File: src/logic/io_routing_pkg.sv
// Purpose: Shared constants and types for the camera I/O line routing block.
// Assumes: 10 MHz core clock, registers reached over a plain strobe port.
// Notes:   Offsets are byte addresses of 32-bit words.
package io_routing_pkg;

    // Core clock rate in hertz and the stretcher tick period in microseconds.
    localparam int unsigned CLOCK_HZ      = 10000000;
    localparam int unsigned TICK_US       = 1;
    localparam int unsigned TICK_CYCLES   = (CLOCK_HZ / 1000000) * TICK_US;
    // Largest programmable minimum pulse width, in microseconds.
    localparam int unsigned MAX_STRETCH_US = 100;
    localparam int unsigned STRETCH_W      = 7;

    // Register offsets.
    localparam logic [7:0] OFS_TRIG_SRC   = 8'h00;
    localparam logic [7:0] OFS_TARGET     = 8'h04;
    localparam logic [7:0] OFS_OUT_CFG    = 8'h08;
    localparam logic [7:0] OFS_LINE_STATE = 8'h0c;

    // Input line selection codes.
    localparam logic [1:0] IN_LINE1 = 2'h0;
    localparam logic [1:0] IN_LINE2 = 2'h1;
    localparam logic [1:0] IN_LINE3 = 2'h2;

    // Field positions inside the trigger source register.
    localparam int unsigned POS_ACQ   = 0;
    localparam int unsigned POS_FRAME = 2;
    localparam int unsigned POS_LINE  = 4;
    localparam int unsigned POS_PHA   = 6;
    localparam int unsigned POS_PHB   = 8;

    // Field positions inside the output configuration register.
    localparam int unsigned POS_WIDTH = 0;
    localparam int unsigned POS_FLIP  = 8;
    localparam int unsigned POS_SRC   = 12;

    // Output source selection.
    typedef enum logic [2:0] {
        SRC_EXPOSURE   = 3'h0,
        SRC_ACQ_WAIT   = 3'h1,
        SRC_FRAME_WAIT = 3'h2,
        SRC_LINE_WAIT  = 3'h3,
        SRC_ENCODER    = 3'h4,
        SRC_FREQ_CONV  = 3'h5,
        SRC_OFF        = 3'h6
    } out_src_t;

    // Stretcher states.
    typedef enum logic [0:0] {
        ST_IDLE    = 1'h0,
        ST_STRETCH = 1'h1
    } stretch_state_t;

endpackage

File: src/logic/tick_if.sv
// Purpose: Carries the shared microsecond tick to the stretchers.
// Assumes: One producer, any number of consumers.
// Notes:   Tick is a one-cycle pulse.
`timescale 1ns/10ps
interface tick_if;
    logic us_tick;   // One-cycle microsecond pulse.

    modport source (output us_tick);
    modport sink   (input us_tick);
endinterface

File: src/logic/us_tick_gen.sv
// Purpose: Divides the core clock down to a microsecond tick.
// Assumes: Core clock rate is a whole multiple of 1 MHz.
// Notes:   Tick is high for one cycle every TICK_CYCLES cycles.
`timescale 1ns/10ps
module us_tick_gen (
    // Clock and reset.
    input  wire logic clock,
    input  wire logic srst,
    // Tick output.
    tick_if.source    tick
);
    localparam int unsigned CNT_W = $clog2(io_routing_pkg::TICK_CYCLES + 1);
    localparam logic [CNT_W-1:0] LAST = CNT_W'(io_routing_pkg::TICK_CYCLES - 1);

    logic [CNT_W-1:0] cnt_q;   // Cycles since the last tick.
    logic             tick_q;  // Registered tick.

    // Count cycles and pulse at the end of every microsecond.
    always_ff @(posedge clock) begin
        if (srst) begin
            cnt_q  <= '0;
            tick_q <= 1'b0;
        end else if (cnt_q == LAST) begin
            cnt_q  <= '0;
            tick_q <= 1'b1;
        end else begin
            cnt_q  <= cnt_q + 1'b1;
            tick_q <= 1'b0;
        end
    end

    assign tick.us_tick = tick_q;
endmodule

File: src/logic/pulse_stretcher.sv
// Purpose: Holds an active-high pulse high for at least a programmed width.
// Assumes: Width in microseconds, timed by the shared tick.
// Notes:   Width zero passes the signal through with one cycle of latency.
`timescale 1ns/10ps
module pulse_stretcher #(
    parameter int unsigned WIDTH_W = io_routing_pkg::STRETCH_W
) (
    // Clock and reset.
    input  wire logic               clock,
    input  wire logic               srst,
    // Timing.
    tick_if.sink                    tick,
    input  wire logic [WIDTH_W-1:0] min_us,
    // Signal path.
    input  wire logic               sig_in,
    output logic                    sig_out
);
    io_routing_pkg::stretch_state_t state_q;  // Stretch in progress or idle.
    logic [WIDTH_W-1:0]             left_q;   // Ticks still to hold high.
    logic                           prev_q;   // Input seen last cycle.
    logic                           out_q;    // Registered output.

    // A rising edge starts a stretch; the output stays high while the input
    // is high or the stretch has ticks left.
    always_ff @(posedge clock) begin
        if (srst) begin
            state_q <= io_routing_pkg::ST_IDLE;
            left_q  <= '0;
            prev_q  <= 1'b0;
            out_q   <= 1'b0;
        end else begin
            prev_q <= sig_in;
            case (state_q)
                io_routing_pkg::ST_IDLE: begin
                    // Zero width leaves pulses unchanged.
                    if (sig_in && !prev_q && min_us != '0) begin
                        state_q <= io_routing_pkg::ST_STRETCH;
                        left_q  <= min_us;
                        out_q   <= 1'b1;
                    end else begin
                        out_q <= sig_in;
                    end
                end
                io_routing_pkg::ST_STRETCH: begin
                    // Count down on ticks; the first tick may land early by
                    // up to one microsecond, so one extra tick is held.
                    if (tick.us_tick && left_q != '0) begin
                        left_q <= left_q - 1'b1;
                    end
                    if (tick.us_tick && left_q == '0) begin
                        state_q <= io_routing_pkg::ST_IDLE;
                        out_q   <= sig_in;
                    end else begin
                        out_q <= 1'b1;
                    end
                end
                default: begin
                    state_q <= io_routing_pkg::ST_IDLE;
                    out_q   <= 1'b0;
                end
            endcase
        end
    end

    assign sig_out = out_q;
endmodule

File: src/logic/camera_io_line_routing.sv
// Purpose: Routes three input lines to camera functions and drives two
//          output lines through pulse stretchers and polarity inverters.
// Assumes: Inputs synchronous to clock; plain strobe register port.
// Notes:   Output settings apply to the line chosen by io_target_index.
`timescale 1ns/10ps
module camera_io_line_routing #(
    parameter int unsigned N_OUT = 2
) (
    // Clock and reset.
    input  wire logic        clock,
    input  wire logic        srst,
    // Register port.
    input  wire logic [7:0]  reg_addr,
    input  wire logic [31:0] reg_wdata,
    input  wire logic        reg_write,
    input  wire logic        reg_read,
    output logic      [31:0] reg_rdata,
    // Physical input lines, after the receivers.
    input  wire logic [2:0]  in_line,
    // Internal source signals.
    input  wire logic        exposure_active,
    input  wire logic        acq_trigger_wait,
    input  wire logic        frame_trigger_wait,
    input  wire logic        line_trigger_wait,
    input  wire logic        encoder_out,
    input  wire logic        freq_conv_out,
    // Routed camera function inputs.
    output logic             acq_start_trig,
    output logic             frame_start_trig,
    output logic             line_start_trig,
    output logic             encoder_phase_a,
    output logic             encoder_phase_b,
    // Physical output lines.
    output logic [N_OUT-1:0] out_line
);
    localparam int unsigned SW = io_routing_pkg::STRETCH_W;

    // Returns the chosen input line for a two-bit selection code.
    function automatic logic pick_input(input logic [2:0] lines, input logic [1:0] sel);
        case (sel)
            io_routing_pkg::IN_LINE1: pick_input = lines[0];
            io_routing_pkg::IN_LINE2: pick_input = lines[1];
            io_routing_pkg::IN_LINE3: pick_input = lines[2];
            default:                  pick_input = 1'b0;
        endcase
    endfunction

    // Returns the internal signal for an output source code.
    function automatic logic pick_source(input io_routing_pkg::out_src_t src,
                                         input logic [5:0] sigs);
        case (src)
            io_routing_pkg::SRC_EXPOSURE:   pick_source = sigs[0];
            io_routing_pkg::SRC_ACQ_WAIT:   pick_source = sigs[1];
            io_routing_pkg::SRC_FRAME_WAIT: pick_source = sigs[2];
            io_routing_pkg::SRC_LINE_WAIT:  pick_source = sigs[3];
            io_routing_pkg::SRC_ENCODER:    pick_source = sigs[4];
            io_routing_pkg::SRC_FREQ_CONV:  pick_source = sigs[5];
            default:                        pick_source = 1'b0;
        endcase
    endfunction

    // Input source selections, one per camera function.
    logic [1:0] acq_sel_q;    // Acquisition start trigger source.
    logic [1:0] frame_sel_q;  // Frame start trigger source.
    logic [1:0] line_sel_q;   // Line start trigger source.
    logic [1:0] pha_sel_q;    // Encoder phase A source.
    logic [1:0] phb_sel_q;    // Encoder phase B source.

    // Output line selector and per-line settings.
    logic                     target_q;                 // Selected output line.
    logic [SW-1:0]            width_q [N_OUT];          // Minimum width in us.
    logic [N_OUT-1:0]         flip_q;                   // Inverter settings.
    io_routing_pkg::out_src_t src_q   [N_OUT];          // Output sources.

    logic [31:0]              rdata_q;                  // Read data register.
    logic [5:0]               src_bus;                  // Internal signals.
    logic [N_OUT-1:0]         raw_out;                  // Selected sources.
    logic [N_OUT-1:0]         stretched;                // After stretchers.
    logic [N_OUT-1:0]         line_q;                   // Driven lines.
    logic [SW-1:0]            wr_width;                 // Width being written.

    tick_if tick ();

    assign src_bus = {freq_conv_out, encoder_out, line_trigger_wait,
                      frame_trigger_wait, acq_trigger_wait, exposure_active};

    // Clamp written widths to the programmable range.
    assign wr_width = (reg_wdata[io_routing_pkg::POS_WIDTH +: SW] >
                       SW'(io_routing_pkg::MAX_STRETCH_US)) ?
                      SW'(io_routing_pkg::MAX_STRETCH_US) :
                      reg_wdata[io_routing_pkg::POS_WIDTH +: SW];

    // Input source selection register with documented defaults.
    always_ff @(posedge clock) begin
        if (srst) begin
            acq_sel_q   <= io_routing_pkg::IN_LINE1;
            line_sel_q  <= io_routing_pkg::IN_LINE1;
            pha_sel_q   <= io_routing_pkg::IN_LINE1;
            phb_sel_q   <= io_routing_pkg::IN_LINE2;
            frame_sel_q <= io_routing_pkg::IN_LINE3;
        end else if (reg_write && reg_addr == io_routing_pkg::OFS_TRIG_SRC) begin
            // Any of the three lines may be chosen for each function.
            acq_sel_q   <= reg_wdata[io_routing_pkg::POS_ACQ +: 2];
            frame_sel_q <= reg_wdata[io_routing_pkg::POS_FRAME +: 2];
            line_sel_q  <= reg_wdata[io_routing_pkg::POS_LINE +: 2];
            pha_sel_q   <= reg_wdata[io_routing_pkg::POS_PHA +: 2];
            phb_sel_q   <= reg_wdata[io_routing_pkg::POS_PHB +: 2];
        end
    end

    // Output line selector; settings written afterwards land on this line.
    always_ff @(posedge clock) begin
        if (srst) begin
            target_q <= 1'b0;
        end else if (reg_write && reg_addr == io_routing_pkg::OFS_TARGET) begin
            target_q <= reg_wdata[0];
        end
    end

    // Per-line configuration, written only for the selected line.
    generate
        for (genvar i = 0; i < N_OUT; i++) begin : g_cfg
            always_ff @(posedge clock) begin
                if (srst) begin
                    width_q[i] <= '0;
                    flip_q[i]  <= 1'b0;
                    // Line 1 shows exposure, line 2 frame trigger wait.
                    src_q[i]   <= (i == 0) ? io_routing_pkg::SRC_EXPOSURE :
                                  io_routing_pkg::SRC_FRAME_WAIT;
                end else if (reg_write && reg_addr == io_routing_pkg::OFS_OUT_CFG &&
                             32'(target_q) == i) begin
                    width_q[i] <= wr_width;
                    flip_q[i]  <= reg_wdata[io_routing_pkg::POS_FLIP];
                    src_q[i]   <= io_routing_pkg::out_src_t'(
                                  reg_wdata[io_routing_pkg::POS_SRC +: 3]);
                end
            end
        end
    endgenerate

    // Register read path; unmapped addresses read as zero.
    always_ff @(posedge clock) begin
        if (srst) begin
            rdata_q <= '0;
        end else if (reg_read) begin
            case (reg_addr)
                io_routing_pkg::OFS_TRIG_SRC:
                    rdata_q <= {22'h000000, phb_sel_q, pha_sel_q, line_sel_q,
                                frame_sel_q, acq_sel_q};
                io_routing_pkg::OFS_TARGET:
                    rdata_q <= {31'h00000000, target_q};
                io_routing_pkg::OFS_OUT_CFG:
                    rdata_q <= {17'h00000, src_q[target_q], 3'h0, flip_q[target_q],
                                1'b0, width_q[target_q]};
                io_routing_pkg::OFS_LINE_STATE:
                    rdata_q <= {27'h0000000, line_q, in_line};
                default:
                    rdata_q <= '0;
            endcase
        end else begin
            rdata_q <= '0;
        end
    end

    // Registered routing of input lines to camera functions.
    always_ff @(posedge clock) begin
        if (srst) begin
            acq_start_trig   <= 1'b0;
            frame_start_trig <= 1'b0;
            line_start_trig  <= 1'b0;
            encoder_phase_a  <= 1'b0;
            encoder_phase_b  <= 1'b0;
        end else begin
            // One input may feed several functions at once.
            acq_start_trig   <= pick_input(in_line, acq_sel_q);
            frame_start_trig <= pick_input(in_line, frame_sel_q);
            line_start_trig  <= pick_input(in_line, line_sel_q);
            encoder_phase_a  <= pick_input(in_line, pha_sel_q);
            encoder_phase_b  <= pick_input(in_line, phb_sel_q);
        end
    end

    us_tick_gen u_tick (
        .clock (clock),
        .srst  (srst),
        .tick  (tick.source)
    );

    // One source mux and stretcher per output line.
    generate
        for (genvar i = 0; i < N_OUT; i++) begin : g_out
            assign raw_out[i] = pick_source(src_q[i], src_bus);

            pulse_stretcher #(
                .WIDTH_W (SW)
            ) u_stretch (
                .clock   (clock),
                .srst    (srst),
                .tick    (tick.sink),
                .min_us  (width_q[i]),
                .sig_in  (raw_out[i]),
                .sig_out (stretched[i])
            );
        end
    endgenerate

    // Inverter after the stretcher, each line on its own setting.
    always_ff @(posedge clock) begin
        if (srst) begin
            line_q <= '0;
        end else begin
            line_q <= stretched ^ flip_q;
        end
    end

    assign out_line  = line_q;
    assign reg_rdata = rdata_q;
endmodule

File: config.mk
export PLATFORM = sky130hd
export DESIGN_NAME = camera_io_line_routing
export DESIGN_NICKNAME = d
export VERILOG_FILES = /design/src/logic/io_routing_pkg.sv /design/src/logic/tick_if.sv /design/src/logic/us_tick_gen.sv /design/src/logic/pulse_stretcher.sv /design/src/logic/camera_io_line_routing.sv
export SDC_FILE = /design/constraint.sdc
export NUM_CORES = 1
export LEC_CHECK = 0
export BUFFER_PORTS_ARGS = -buffer_cell sky130_fd_sc_hd__clkbuf_2
export CORE_AREA = 2 2 89 91
export CTS_CLUSTER_DIAMETER = 200
export DETAILED_ROUTE_END_ITERATION = 7
export DIE_AREA = 0 0 91 93
export PLACE_DENSITY_LB_ADDON = 0.08
export SLEW_MARGIN = 25
export SYNTH_ARGS = -nofsm -noshare
export SYNTH_HDL_FRONTEND = slang
export SYNTH_SLANG_ARGS = --single-unit
File: constraint.sdc
create_clock -name clock -period 2.3 [get_ports clock]
set_clock_uncertainty 0.05 [all_clocks]
set_input_delay 0.115 -clock clock [delete_from_list [all_inputs] [get_ports clock]]
set_output_delay 0.115 -clock clock [all_outputs]
set_load 0.05 [all_outputs]
==> impl_results.md, run 1 <==
- Critical Path End Type: flip-flop
- Max Freq: 475 MHz
- Worst-Margin Slew: approximately 800 ps
- Row count: 32
- WP data required: ~2500 ps
- Compound-Gate Fraction of Synth Area: approximately an eighth
- CTS tree: done
- Total Power: 3110 uW
- Initial Util: 51.9%
- Final min period: around 2100 ps
- Max Buffers Root-to-Sink: 2
- Launch point of the worst reg-to-reg path: src_q[0][0]
- All-Layer GR Usage: between 20% and 30%
- WL final: 8.89 mm
- Io pins: 92
- Sequential Power Share: between 40% and 50%
- Vias in the first global route: 3,059
- Via count: roughly 3,200
- First-pass GRT wire length: approximately 15 mm
- Crit Path Category: flip-flop to flip-flop
- Synth warn: 0
- Outcome: complete, no violations
- Final period util: approximately 91%
- CTS buffer count: 9
- Max Cap Viol: 0
- DRC: 0
- Power Dens Cells: about 680 nW/um^2
- Die height: slightly above 90 um
- Leak: about 0.0019 uW
- Root Driver: clkbuf_8
- Clock power frac: between 30% and 40%
- Die area: 8460 sq um
- Internal power: around 2200 uW
- Post-DP HPWL: ~6.5 mm
- Worst hold path class: primary input to flip-flop
- Average wire per standard cell: approximately 15 um
- IO buf count: between 50 and 60
- CTS sink cnt: between 70 and 80
- Syn avg cell area: ~9.5 sq um
- Area Overhead vs Synth: 16.5%
- Worst-path clk slew: approximately 80 ps
- Antenna-violating nets left: 0
- First DRT Iteration DRCs: ~160
- Yosys reg bits: 79
- Routability cong.: roughly 0.85
- Detailed Routing Iterations Pass 1: 4
- Gr ovfl total: 0
- Slew HR: approximately 45%
- Simple-Gate Fraction of Synth Area: approximately a fifth
- CP Max Fanout: 10
- Post-synth cell types: 50
- Layout fillers: ~690
- Mapped Cells: around 400
- Setup TNS Final: 0 ps
- Worst hold start: reg_wdata[4]
- Sw power: approximately 870 uW
- Largest family of logic cells by synthesized area: simple AND/OR/NAND/NOR gates
- Sequential area share after synthesis: between 40% and 50%
- Post-Syn Area: around 3900 sq um
- Final Setup Violations: 0
- Maximum resistive drop on vdd: 0.000463 V
- Final net count: 536
- RSZ-0062 raised after global routing: no
- Die Wd: 91 um
- Mux share of post-synthesis cell area: 9.96%
- Synth Area in XOR/XNOR: about 2.2%
- Post-Synth Adder-Cell Area: 1.92%
- Power share of the combinational group: between 10 and 15%
- Final Hold Fails: 0
- Antenna violations before repair: 0
- Vias/cell: around 5.4
- Arr. time, crit path: 2280 ps
- ANT cells: 0
- Core area: 7530 sq um
- Largest net degree at the start of global routing: 42
- Clock latency on the worst-skew pair: 360 ps
- Worst Setup SP: src_q[0][0]
- Share of layout cells above drive strength 1: around a fifth
- Setup bufs post-CTS: 0
- Net Sw Frac: between 20 and 30%
- Startpoint class of the critical path: flip-flop
- H-tree levels: 3
- Max Slew Vio Count: 0
-- power by group through the flow --
stage | Combinational, uW | Clock, uW | Sequential, uW
global placement | 412 | 0 | 1550
detailed placement | 416 | 0 | 1550
global route | 476 | 1240 | 1530
floorplan | 327 | 0 | 1550
finish | 433 | 1160 | 1520
CTS | 434 | 1170 | 1520
-- synthesized netlist by cell type, drive strengths merged --
library cell,count,area (sq um)
mux2i,31,310
o21ai,7,35.0
a21oi,17,85.1
nand3b,3,22.5
and3,6,37.5
mux4,1,22.5
a22oi,4,30.0
nor3b,10,75.1
o311ai,1,8.76
edfxtp,20,601
o32ai,1,8.76
mux2,5,56.3
o221ai,6,52.6
nor2,67,251
a31oi,5,31.3
nor2b,3,18.8
and2,10,62.6
clkbuf,12,45.0
nor3,10,61.3
nand3,16,85.1
a311o,1,10.0
inv,18,67.6
buf,23,166
or4,3,26.3
a221o,3,30.0
nand2,13,48.8
xnor2,9,78.8
o31a,2,17.5
ha,6,75.1
a2111oi,3,45.0
o31ai,4,35.0
conb,1,3.75
or3,3,18.8
a211o,2,17.5
dfxtp,59,1180
o21bai,1,7.51
or2,1,6.26
nor4,6,37.5
nor4b,1,23.8
xor2,1,8.76
nand2b,5,31.3
a211oi,7,52.6
nand4,3,18.8
-- worst max-delay path: stages, from the launching register on --
cell	delay, ps
edfxtp_1	470
mux2i_1	210
nor3b_1	70
buf_4	140
o31ai_2	700
a221o_1	280
a21oi_1	60
-- final timing paths --
path / to / slack [ps] / cells after the start
worst max-delay path: g_out[0].u_stretch.left_q[5] / 200 / 6
worst min-delay path: line_sel_q[0] / 10 / 3
worst max register to register: g_out[0].u_stretch.left_q[5] / 200 / 6
worst min register to register: u_tick.cnt_q[0] / 430 / 1
-- sequential cells by signal, summed over array words and instances (netlist names), named ones only --
| signal | flops |
|---|---|
| acq_sel_q | 2 |
| acq_start_trig | 1 |
| encoder_phase_a | 1 |
| encoder_phase_b | 1 |
| flip_q | 2 |
| frame_sel_q | 2 |
| frame_start_trig | 1 |
| g_out.u_stretch.left_q | 14 |
| g_out.u_stretch.prev_q | 2 |
| g_out.u_stretch.sig_out | 2 |
| g_out.u_stretch.state_q | 2 |
| line_sel_q | 2 |
| line_start_trig | 1 |
| out_line | 2 |
| pha_sel_q | 2 |
| phb_sel_q | 2 |
| reg_rdata | 13 |
| src_q | 6 |
| target_q | 1 |
| u_tick.cnt_q | 4 |
| u_tick.tick.us_tick | 1 |
| width_q | 14 |
-- metal layers --
| metal | vias to the layer above | share of wire [%] | GRT usage [%] | routed length (um) |
|---|---|---|---|---|
| li1 | 1558 | - | - | - |
| met1 | 1528 | 46 | 28.6 | 4100 |
| met2 | 78 | 48 | 38.1 | 4260 |
| met3 | 9 | 4.7 | 4.43 | 420 |
| met4 | 0 | 1.1 | 7.45 | 99 |
| met5 | - | 0 | 0 | 0 |
-- cells by family after synthesis --
kind of cell               count (synthesis)
other                                      1
adders and majority gates                  6
xor gates and xnor gates                  10
muxes                                     37
AOI/OAI and AO/OA                         64
and+or+nand+nor                          160
buffers and inverters                     53
DFF                                       79
-- placed cells by master, fill, tap and decap left out, types with 4 or more instances in the layout --
master / instances
and3_1: 6
nand3_1: 15
dfxtp_1: 59
a31oi_1: 5
a22oi_1: 4
mux2_2: 5
buf_4: 9
nor3_1: 9
nor2_1: 67
o221ai_1: 6
clkbuf_8: 9
conb_1: 19
nand2b_1: 5
nor3b_1: 10
nand2_1: 13
o21ai_0: 7
a21oi_1: 17
nor4_1: 6
xnor2_1: 9
inv_1: 18
a211oi_1: 7
and2_1: 10
ha_1: 6
edfxtp_1: 20
clkbuf_2: 53
mux2i_1: 31
dlygate4sd3_1: 11
-- timing repair --
item	in CTS	in global routing
gates resized for setup	0	0
hold buffers	11	0
hold endpoints to repair	14	0
setup endpoints to repair	0	0
-- layout make-up --
type | instances | area, sq um | share of cell area (%)
multi-input combinational | 296 | 1920 | 42.0
tap | 102 | 128 | 2.80
clock inverter | 6 | 92.6 | 2.03
clock buffer | 10 | 128 | 2.80
timing repair buffer | 73 | 443 | 9.72
sequential | 79 | 1780 | 39.1
inverter | 18 | 67.6 | 1.48
-- through the flow --
| stage | worst slack (ps) | utilization [%] | cell area [sq um] | hold slack (ps) | instances |
|---|---|---|---|---|---|
| after floorplan | 416 | - | 3980 | 209 | 428 |
| after global placement | 277 | 56.1 | 4230 | 303 | 557 |
| after detailed placement | 220 | 56.1 | 4230 | 318 | 557 |
| after CTS | 205 | 60.5 | 4560 | 0.260 | 584 |
| after global routing | 85.9 | 60.5 | 4560 | 15.9 | 584 |
| final | 196 | 60.5 | 4560 | 12.2 | 584 |
Note: power is estimated with default switching activity, not from simulation.
==> run 2, diff against run 1 <==
- PLACE_DENSITY: unset -> 0.79
- PLACE_DENSITY_LB_ADDON: 0.08 -> unset
==> run 2 against run 1 <==
Against the previous run: first-iteration DRC count is 57% higher; sequential cell count stayed put; via count is 1.8% higher; worst hold slack better by 3.9 ps; setup slack better by 140 ps; largest cell class unchanged; largest power group unchanged; highest routed layer unchanged.
==> impl_results.md, run 2 (synthesized netlist as in run 1, its figures left out) <==
- Final net count: 533 (-0.56%)
- Io pins: 92 (unchanged)
- Row count: 32 (unchanged)
- Clock latency on the worst-skew pair: 350 ps (about the same)
- Max Buffers Root-to-Sink: 2 (unchanged)
- Slew HR: 61.6% (+17 points)
- Worst-case reg-to-reg path depth: 6 (unchanged)
- Maximum resistive drop on vdd: 0.000402 V (-13%)
- Share of layout cells above drive strength 1: 19.4% (+0.33 points)
- Final period util: 85.3% (-6.2 points)
- Dpl ws: 257 ps (+37.5 ps)
- Worst Setup SP: src_q[0][0]
- DRC: 0 (unchanged)
- Launch point of the worst reg-to-reg path: src_q[0][0]
- Routability cong.: 0.845 (-0.45%)
- Worst hold start: reg_wdata[0]
- Post-DP HPWL: 6.50 mm (+0.44%)
- Detailed Routing Iterations Pass 1: 5 (+1)
- Worst hold slack: 16.0 ps (+3.87 ps)
- Final Setup Violations: 0 (unchanged)
- Reg-to-reg slack, setup: 340 ps (+140 ps)
- All-Layer GR Usage: 21.5% (-0.89 points)
- Die Wd: 91 um (unchanged)
- Vias in the first global route: 3,045 (-0.46%)
- Total Power: 3100 uW (-0.32%)
- CTS sink cnt: 79 (unchanged)
- Post-CTS resize count: 0 (unchanged)
- Average wire per standard cell: 15.4 um (+1.3%)
- Power Dens Cells: 685 nW/um^2 (+0.35%)
- H-tree levels: 3 (unchanged)
- Worst hold path class: primary input to flip-flop
- Largest net degree at the start of global routing: 53 (+26%)
- Final Hold Fails: 0 (unchanged)
- Worst Hold Depth: 3 (unchanged)
- Antenna violations before repair: 0 (unchanged)
- Crit Path Category: flip-flop to flip-flop
- First DRT Iteration DRCs: 245 (+57%)
- Arr. time, crit path: 2190 ps (-90 ps)
- CP Max Fanout: 10 (unchanged)
- IO buf count: 53 (unchanged)
- Initial Util: 51.9% (unchanged)
- Slowest stage cell, crit path: edfxtp_1
- Worst-path clk slew: 80 ps (about the same)
- Reg-to-Reg End: g_out[0].u_stretch.left_q[6]
- Final min period: 1960 ps (-143 ps)
- Max Slew Vio Count: 0 (unchanged)
- WP data required: 2530 ps (+50 ps)
- Die area: 8460 sq um (unchanged)
- First-pass GRT wire length: 14.4 mm (-2.5%)
- Leak: 0.00187 uW (-0.16%)
- Setup bufs post-CTS: 0 (unchanged)
- Area Overhead vs Synth: 15.8%
- Setup TNS Final: 0 ps (unchanged)
- Hold endpoint: acq_sel_q[0]
- Worst-Margin Slew: 576 ps (-249 ps)
- RSZ-0062 raised after global routing: no
- Startpoint class of the critical path: flip-flop
- Root Driver: clkbuf_8
- Outcome: complete, no violations
- Gr ovfl total: 0 (unchanged)
- Crit-path cells: mux2i_1, nor3b_1, o31ai_2, buf_4, a221o_1, a21oi_1
- WL final: 8.96 mm (+0.82%)
- Critical Path End Type: flip-flop
- Commonest non-fill, non-tap cell in the layout: nor2_1
- Die height: 93 um (unchanged)
- Core area: 7530 sq um (unchanged)
- Final WS setup: 339 ps (+143 ps)
- Most frequent cells in the layout: 67 x nor2_1, 59 x dfxtp_1, 53 x clkbuf_2, 31 x mux2i_1, 20 x edfxtp_1
- Max incr delay on CP: 500 ps (-200 ps)
- CTS buffer count: 9 (unchanged)
- Layout fillers: 669 (-3.3%)
- Vias/cell: 5.56 (+2.4%)
- CTS Hold Bufs: 8 (-3)
- Via count: 3,231 (+1.8%)
- Antenna-violating nets left: 0 (unchanged)
- CTS tree: done
- Max Freq: 510 MHz (+7.3%)
- Final core utilization: 60.1% (-0.40 points)
- Max Cap Viol: 0 (unchanged)
- ANT cells: 0 (unchanged)
-- run 2: critical path, delay by kind of cell (launching register included) --
family                 cells  cell delay (ps)
buffers and inverters      1              190
AOI/OAI and AO/OA          3              560
and+or+nand+nor            1              430
muxes                      1              160
DFF                        1              500
-- run 2: worst max-delay path by stage --
stage / cells after the start / endpoint
finish: 6 / g_out[0].u_stretch.left_q[6]
global route: 6 / g_out[0].u_stretch.left_q[6]
CTS: 6 / g_out[0].u_stretch.left_q[6]
detailed placement: 6 / src_q[1][0]
global placement: 6 / src_q[0][0]
floorplan: 4 / src_q[1][0]
-- run 2: area by class of cell --
type	count	area (sq um)	share of cell area, %
inverter	18	67.6	1.49
sequential	79	1780	39.4
tap	102	128	2.82
clock buffer	9	124	2.74
clock inverter	7	96.3	2.13
timing repair buffer	70	413	9.12
multi-input combinational	296	1920	42.3
-- run 2: metrics by stage --
stage	cells	area [sq um]
2_1_floorplan	428	3980
4_1_cts	581	4530
6_report	581	4530
3_3_place_gp	557	4230
3_5_place_dp	557	4230
5_1_grt	581	4530
-- run 2: layer usage --
metal	track usage, %	wire length [um]
met1	25.9	3810
met2	36.7	4430
met3	4.92	491
met4	9.60	237
met5	0	0
-- run 2: where the power goes --
group	total, uW	internal, uW	switching (uW)
Sequential	1520	1470	48.3
Clock	1150	615	530
Combinational	439	159	280
Total	3100	2240	859
==> run 3, diff against run 2 <==
- ABC_AREA: unset -> 1
- CORE_AREA: 2 2 89 91 -> 2 2 90 92
- DIE_AREA: 0 0 91 93 -> 0 0 92 94
==> run 3 against run 2 <==
Against the previous run: non-clock buffer count decreased by 11; cell area is 0.75% higher; combinational power up 13%; worst hold slack lost 4.6 ps; count of clock-buffer cells in the layout rose by 2; global-route usage rose by 1.3 points; synthesized cell count is 30% higher; sequential share of layout area decreased by 0.29 points; sequential power barely moved; power grew 3.2%; critical path type unchanged; highest routed layer unchanged.
==> impl_results.md, run 3 <==
- ANT cells: 0 (unchanged)
- Top-area cell type share of the netlist area: 29.2% (-1.0 points)
- Largest family of logic cells by synthesized area: simple AND/OR/NAND/NOR gates
- Leak: 0.00209 uW (+12%)
- Post-CTS resize count: 0 (unchanged)
- Slowest stage cell, crit path: edfxtp_1
- Max Cap Viol: 0 (unchanged)
- Max Freq: 574 MHz (+13%)
- Routability cong.: 0.874 (+3.4%)
- Core area: 7610 sq um (+1.1%)
- Simple-Gate Fraction of Synth Area: 27.8% (+6.7 points)
- Yosys reg bits: 79 (unchanged)
- Clock latency on the worst-skew pair: 360 ps (about the same)
- Final net count: 644 (+21%)
- H-tree levels: 3 (unchanged)
- Vias/cell: 5.26 (-5.5%)
- Final Setup Violations: 0 (unchanged)
- Initial Util: 53.1% (+1.2 points)
- RSZ-0062 raised after global routing: no
- CP Max Fanout: 15 (+5)
- Detailed Routing Iterations Pass 1: 5 (unchanged)
- CTS sink cnt: 79 (unchanged)
- Worst-Margin Slew: 600 ps (+24.4 ps)
- Largest net degree at the start of global routing: 21 (-60%)
- Io pins: 92 (unchanged)
- Most frequent cell after synthesis: nand2_1
- Mux share of post-synthesis cell area: 0.836% (-9.1 points)
- Synth warn: 0 (unchanged)
- Max incr delay on CP: 480 ps (-20 ps)
- First-pass GRT wire length: 15.6 mm (+7.9%)
- Setup TNS Final: 0 ps (unchanged)
- Async SR Flop Fraction: 0% (unchanged)
- WL final: 9.35 mm (+4.4%)
- Die area: 8650 sq um (+2.2%)
- Worst hold path class: primary input to flip-flop
- Ys flop type: dfxtp_1
- Synth Area in XOR/XNOR: 1.08% (-1.2 points)
- Post-DP HPWL: 6.98 mm (+7.4%)
- Gr ovfl total: 0 (unchanged)
- Crit Path Category: flip-flop to flip-flop
- Final Hold Fails: 0 (unchanged)
- Mapped Cells: 533 (+30%)
- CP delay by family, top: simple AND/OR/NAND/NOR gates
- Critical Path End Type: flip-flop
- DRC: 0 (unchanged)
- CTS Hold Bufs: 4 (-4)
- Commonest non-fill, non-tap cell in the layout: nand2_1
- Post-synth cell types: 35 (-30%)
- Top cells by count, synth: 97 x nand2_1, 71 x nor2_1, 66 x inv_1
- Antenna-violating nets left: 0 (unchanged)
- Slew HR: 60.0% (-1.6 points)
- Sequential area share after synthesis: 44.1% (-1.5 points)
- Row count: 32 (unchanged)
- Layout fillers: 677 (+1.2%)
- Vias in the first global route: 3,450 (+13%)
- Final min period: 1740 ps (-220 ps)
- Syn avg cell area: 7.58 sq um (-20%)
- Crit-path cells: inv_1, nand2_1, nand3_1, nand2_1, o21ai_2, nand3_1, nand2_1, nor2_1
- Maximum resistive drop on vdd: 0.000405 V (+0.67%)
- Worst path most repeated cell: nand2_1
- All-Layer GR Usage: 22.8% (+1.3 points)
- Arr. time, crit path: 1950 ps (-240 ps)
- Max Buffers Root-to-Sink: 2 (unchanged)
- Number of synthesized flops with an enable pin: 20 (unchanged)
- IO buf count: 53 (unchanged)
- Die Wd: 92 um (+1.1%)
- Area of the multi-input gates: 1840 sq um (-3.8%)
- WP data required: 2500 ps (-30 ps)
- Power Dens Cells: 702 nW/um^2 (+2.4%)
- Compound-Gate Fraction of Synth Area: 12.2% (+0.29 points)
- Most frequent cells in the layout: 97 x nand2_1, 71 x nor2_1, 66 x inv_1, 59 x dfxtp_1, 53 x clkbuf_2
- Outcome: complete, no violations
- Startpoint class of the critical path: flip-flop
- Area leader, netlist: dfxtp_1
- Area Overhead vs Synth: 12.8%
- CTS buffer count: 9 (unchanged)
- Final period util: 75.7% (-9.6 points)
- Share of layout cells above drive strength 1: 16.4% (-3.0 points)
- FF+latch area: 1780 sq um (unchanged)
- Root Driver: clkbuf_8
- Post-Syn Area: 4040 sq um (+3.4%)
- Max Slew Vio Count: 0 (unchanged)
- Area contributors post-synth: dfxtp_1 29%, edfxtp_1 15%, nand2_1 9.0%
- First DRT Iteration DRCs: 185 (-24%)
- Setup bufs post-CTS: 0 (unchanged)
- Die height: 94 um (+1.1%)
- Critical path buffers and inverters: 1 (unchanged)
- Final core utilization: 59.9% (-0.19 points)
- Antenna violations before repair: 0 (unchanged)
- Post-Synth Adder-Cell Area: 1.86% (-0.064 points)
- CTS tree: done
- Via count: 3,638 (+13%)
- Average wire per standard cell: 13.5 um (-12%)
- Worst-path clk slew: 90 ps (about the same)
run 3: cell count changes in the layout (fill, tap and decap cells not counted), moves of 11 or more:
cell | before | now
nand2_1 | 13 | 97
inv_1 | 18 | 66
mux2i_1 | 31 | 0
nand3_1 | 15 | 45
o21ai_0 | 7 | 30
a21oi_1 | 17 | 34
nor2_2 | 0 | 11
run 3: cell families after synthesis:
family / Yosys count
AOI/OAI and AO/OA: 87
xor gates and xnor gates: 5
adders and majority gates: 6
buffers and inverters: 103
DFF: 79
muxes: 3
other: 1
and+or+nand+nor: 249
run 3: layer usage:
| metal | vias to the layer above | global-route usage, % | part of all wire, % |
|---|---|---|---|
| met1 | 1705 | 27.6 | 42 |
| met3 | 15 | 5.14 | 5.2 |
| met5 | - | 0 | 0 |
| met2 | 111 | 40.0 | 51 |
| li1 | 1807 | - | - |
| met4 | 0 | 7.96 | 1.7 |
run 3: worst reg2reg max path, cell delays in order (launching register included):
cell      delay, ps
edfxtp_1        480
inv_1           110
nand2_1          60
nand3_1          70
nand2_1         100
o21ai_2         480
nand3_1         170
nand2_1          90
nor2_1           40
run 3: power by group:
part / switching [uW] / leakage, uW / internal (uW)
registers: 50.3 / 0.000685 / 1480
logic: 342 / 0.00128 / 153
clock network: 536 / 0.000120 / 637
total: 929 / 0.00209 / 2270
run 3: per-stage QoR:
| step | power [uW] | hold WS [ps] | instances | setup slack (ps) | area, sq um |
|---|---|---|---|---|---|
| 3_3_place_gp | 2030 | 349 | 672 | 581 | 4280 |
| 5_1_grt | 3340 | 40.7 | 692 | 341 | 4560 |
| 3_5_place_dp | 2050 | 360 | 672 | 516 | 4280 |
| 2_1_floorplan | 1950 | 216 | 551 | 782 | 4110 |
| 6_report | 3200 | 11.5 | 692 | 559 | 4560 |
| 4_1_cts | 3210 | 7.59 | 692 | 570 | 4560 |
run 3: cell type report:
type | instances | share of cell area [%]
clock buffers | 11 | 3.81
clock inverters | 5 | 1.34
inverters | 67 | 5.52
multi-input cells | 369 | 40.4
flip-flops and latches | 79 | 39.1
well taps | 102 | 2.80
repair buffers | 59 | 7.03
run 3: final timing paths:
kind,cells after the start,to,startpoint,slack (ps)
worst max register to register,8,g_out[0].u_stretch.left_q[3],src_q[0][0],560
worst min-delay path,3,encoder_phase_b,in_line[1],10
worst min register to register,2,out_line[0],g_out[0].u_stretch.sig_out,440
worst max-delay path,8,g_out[0].u_stretch.left_q[3],src_q[0][0],560
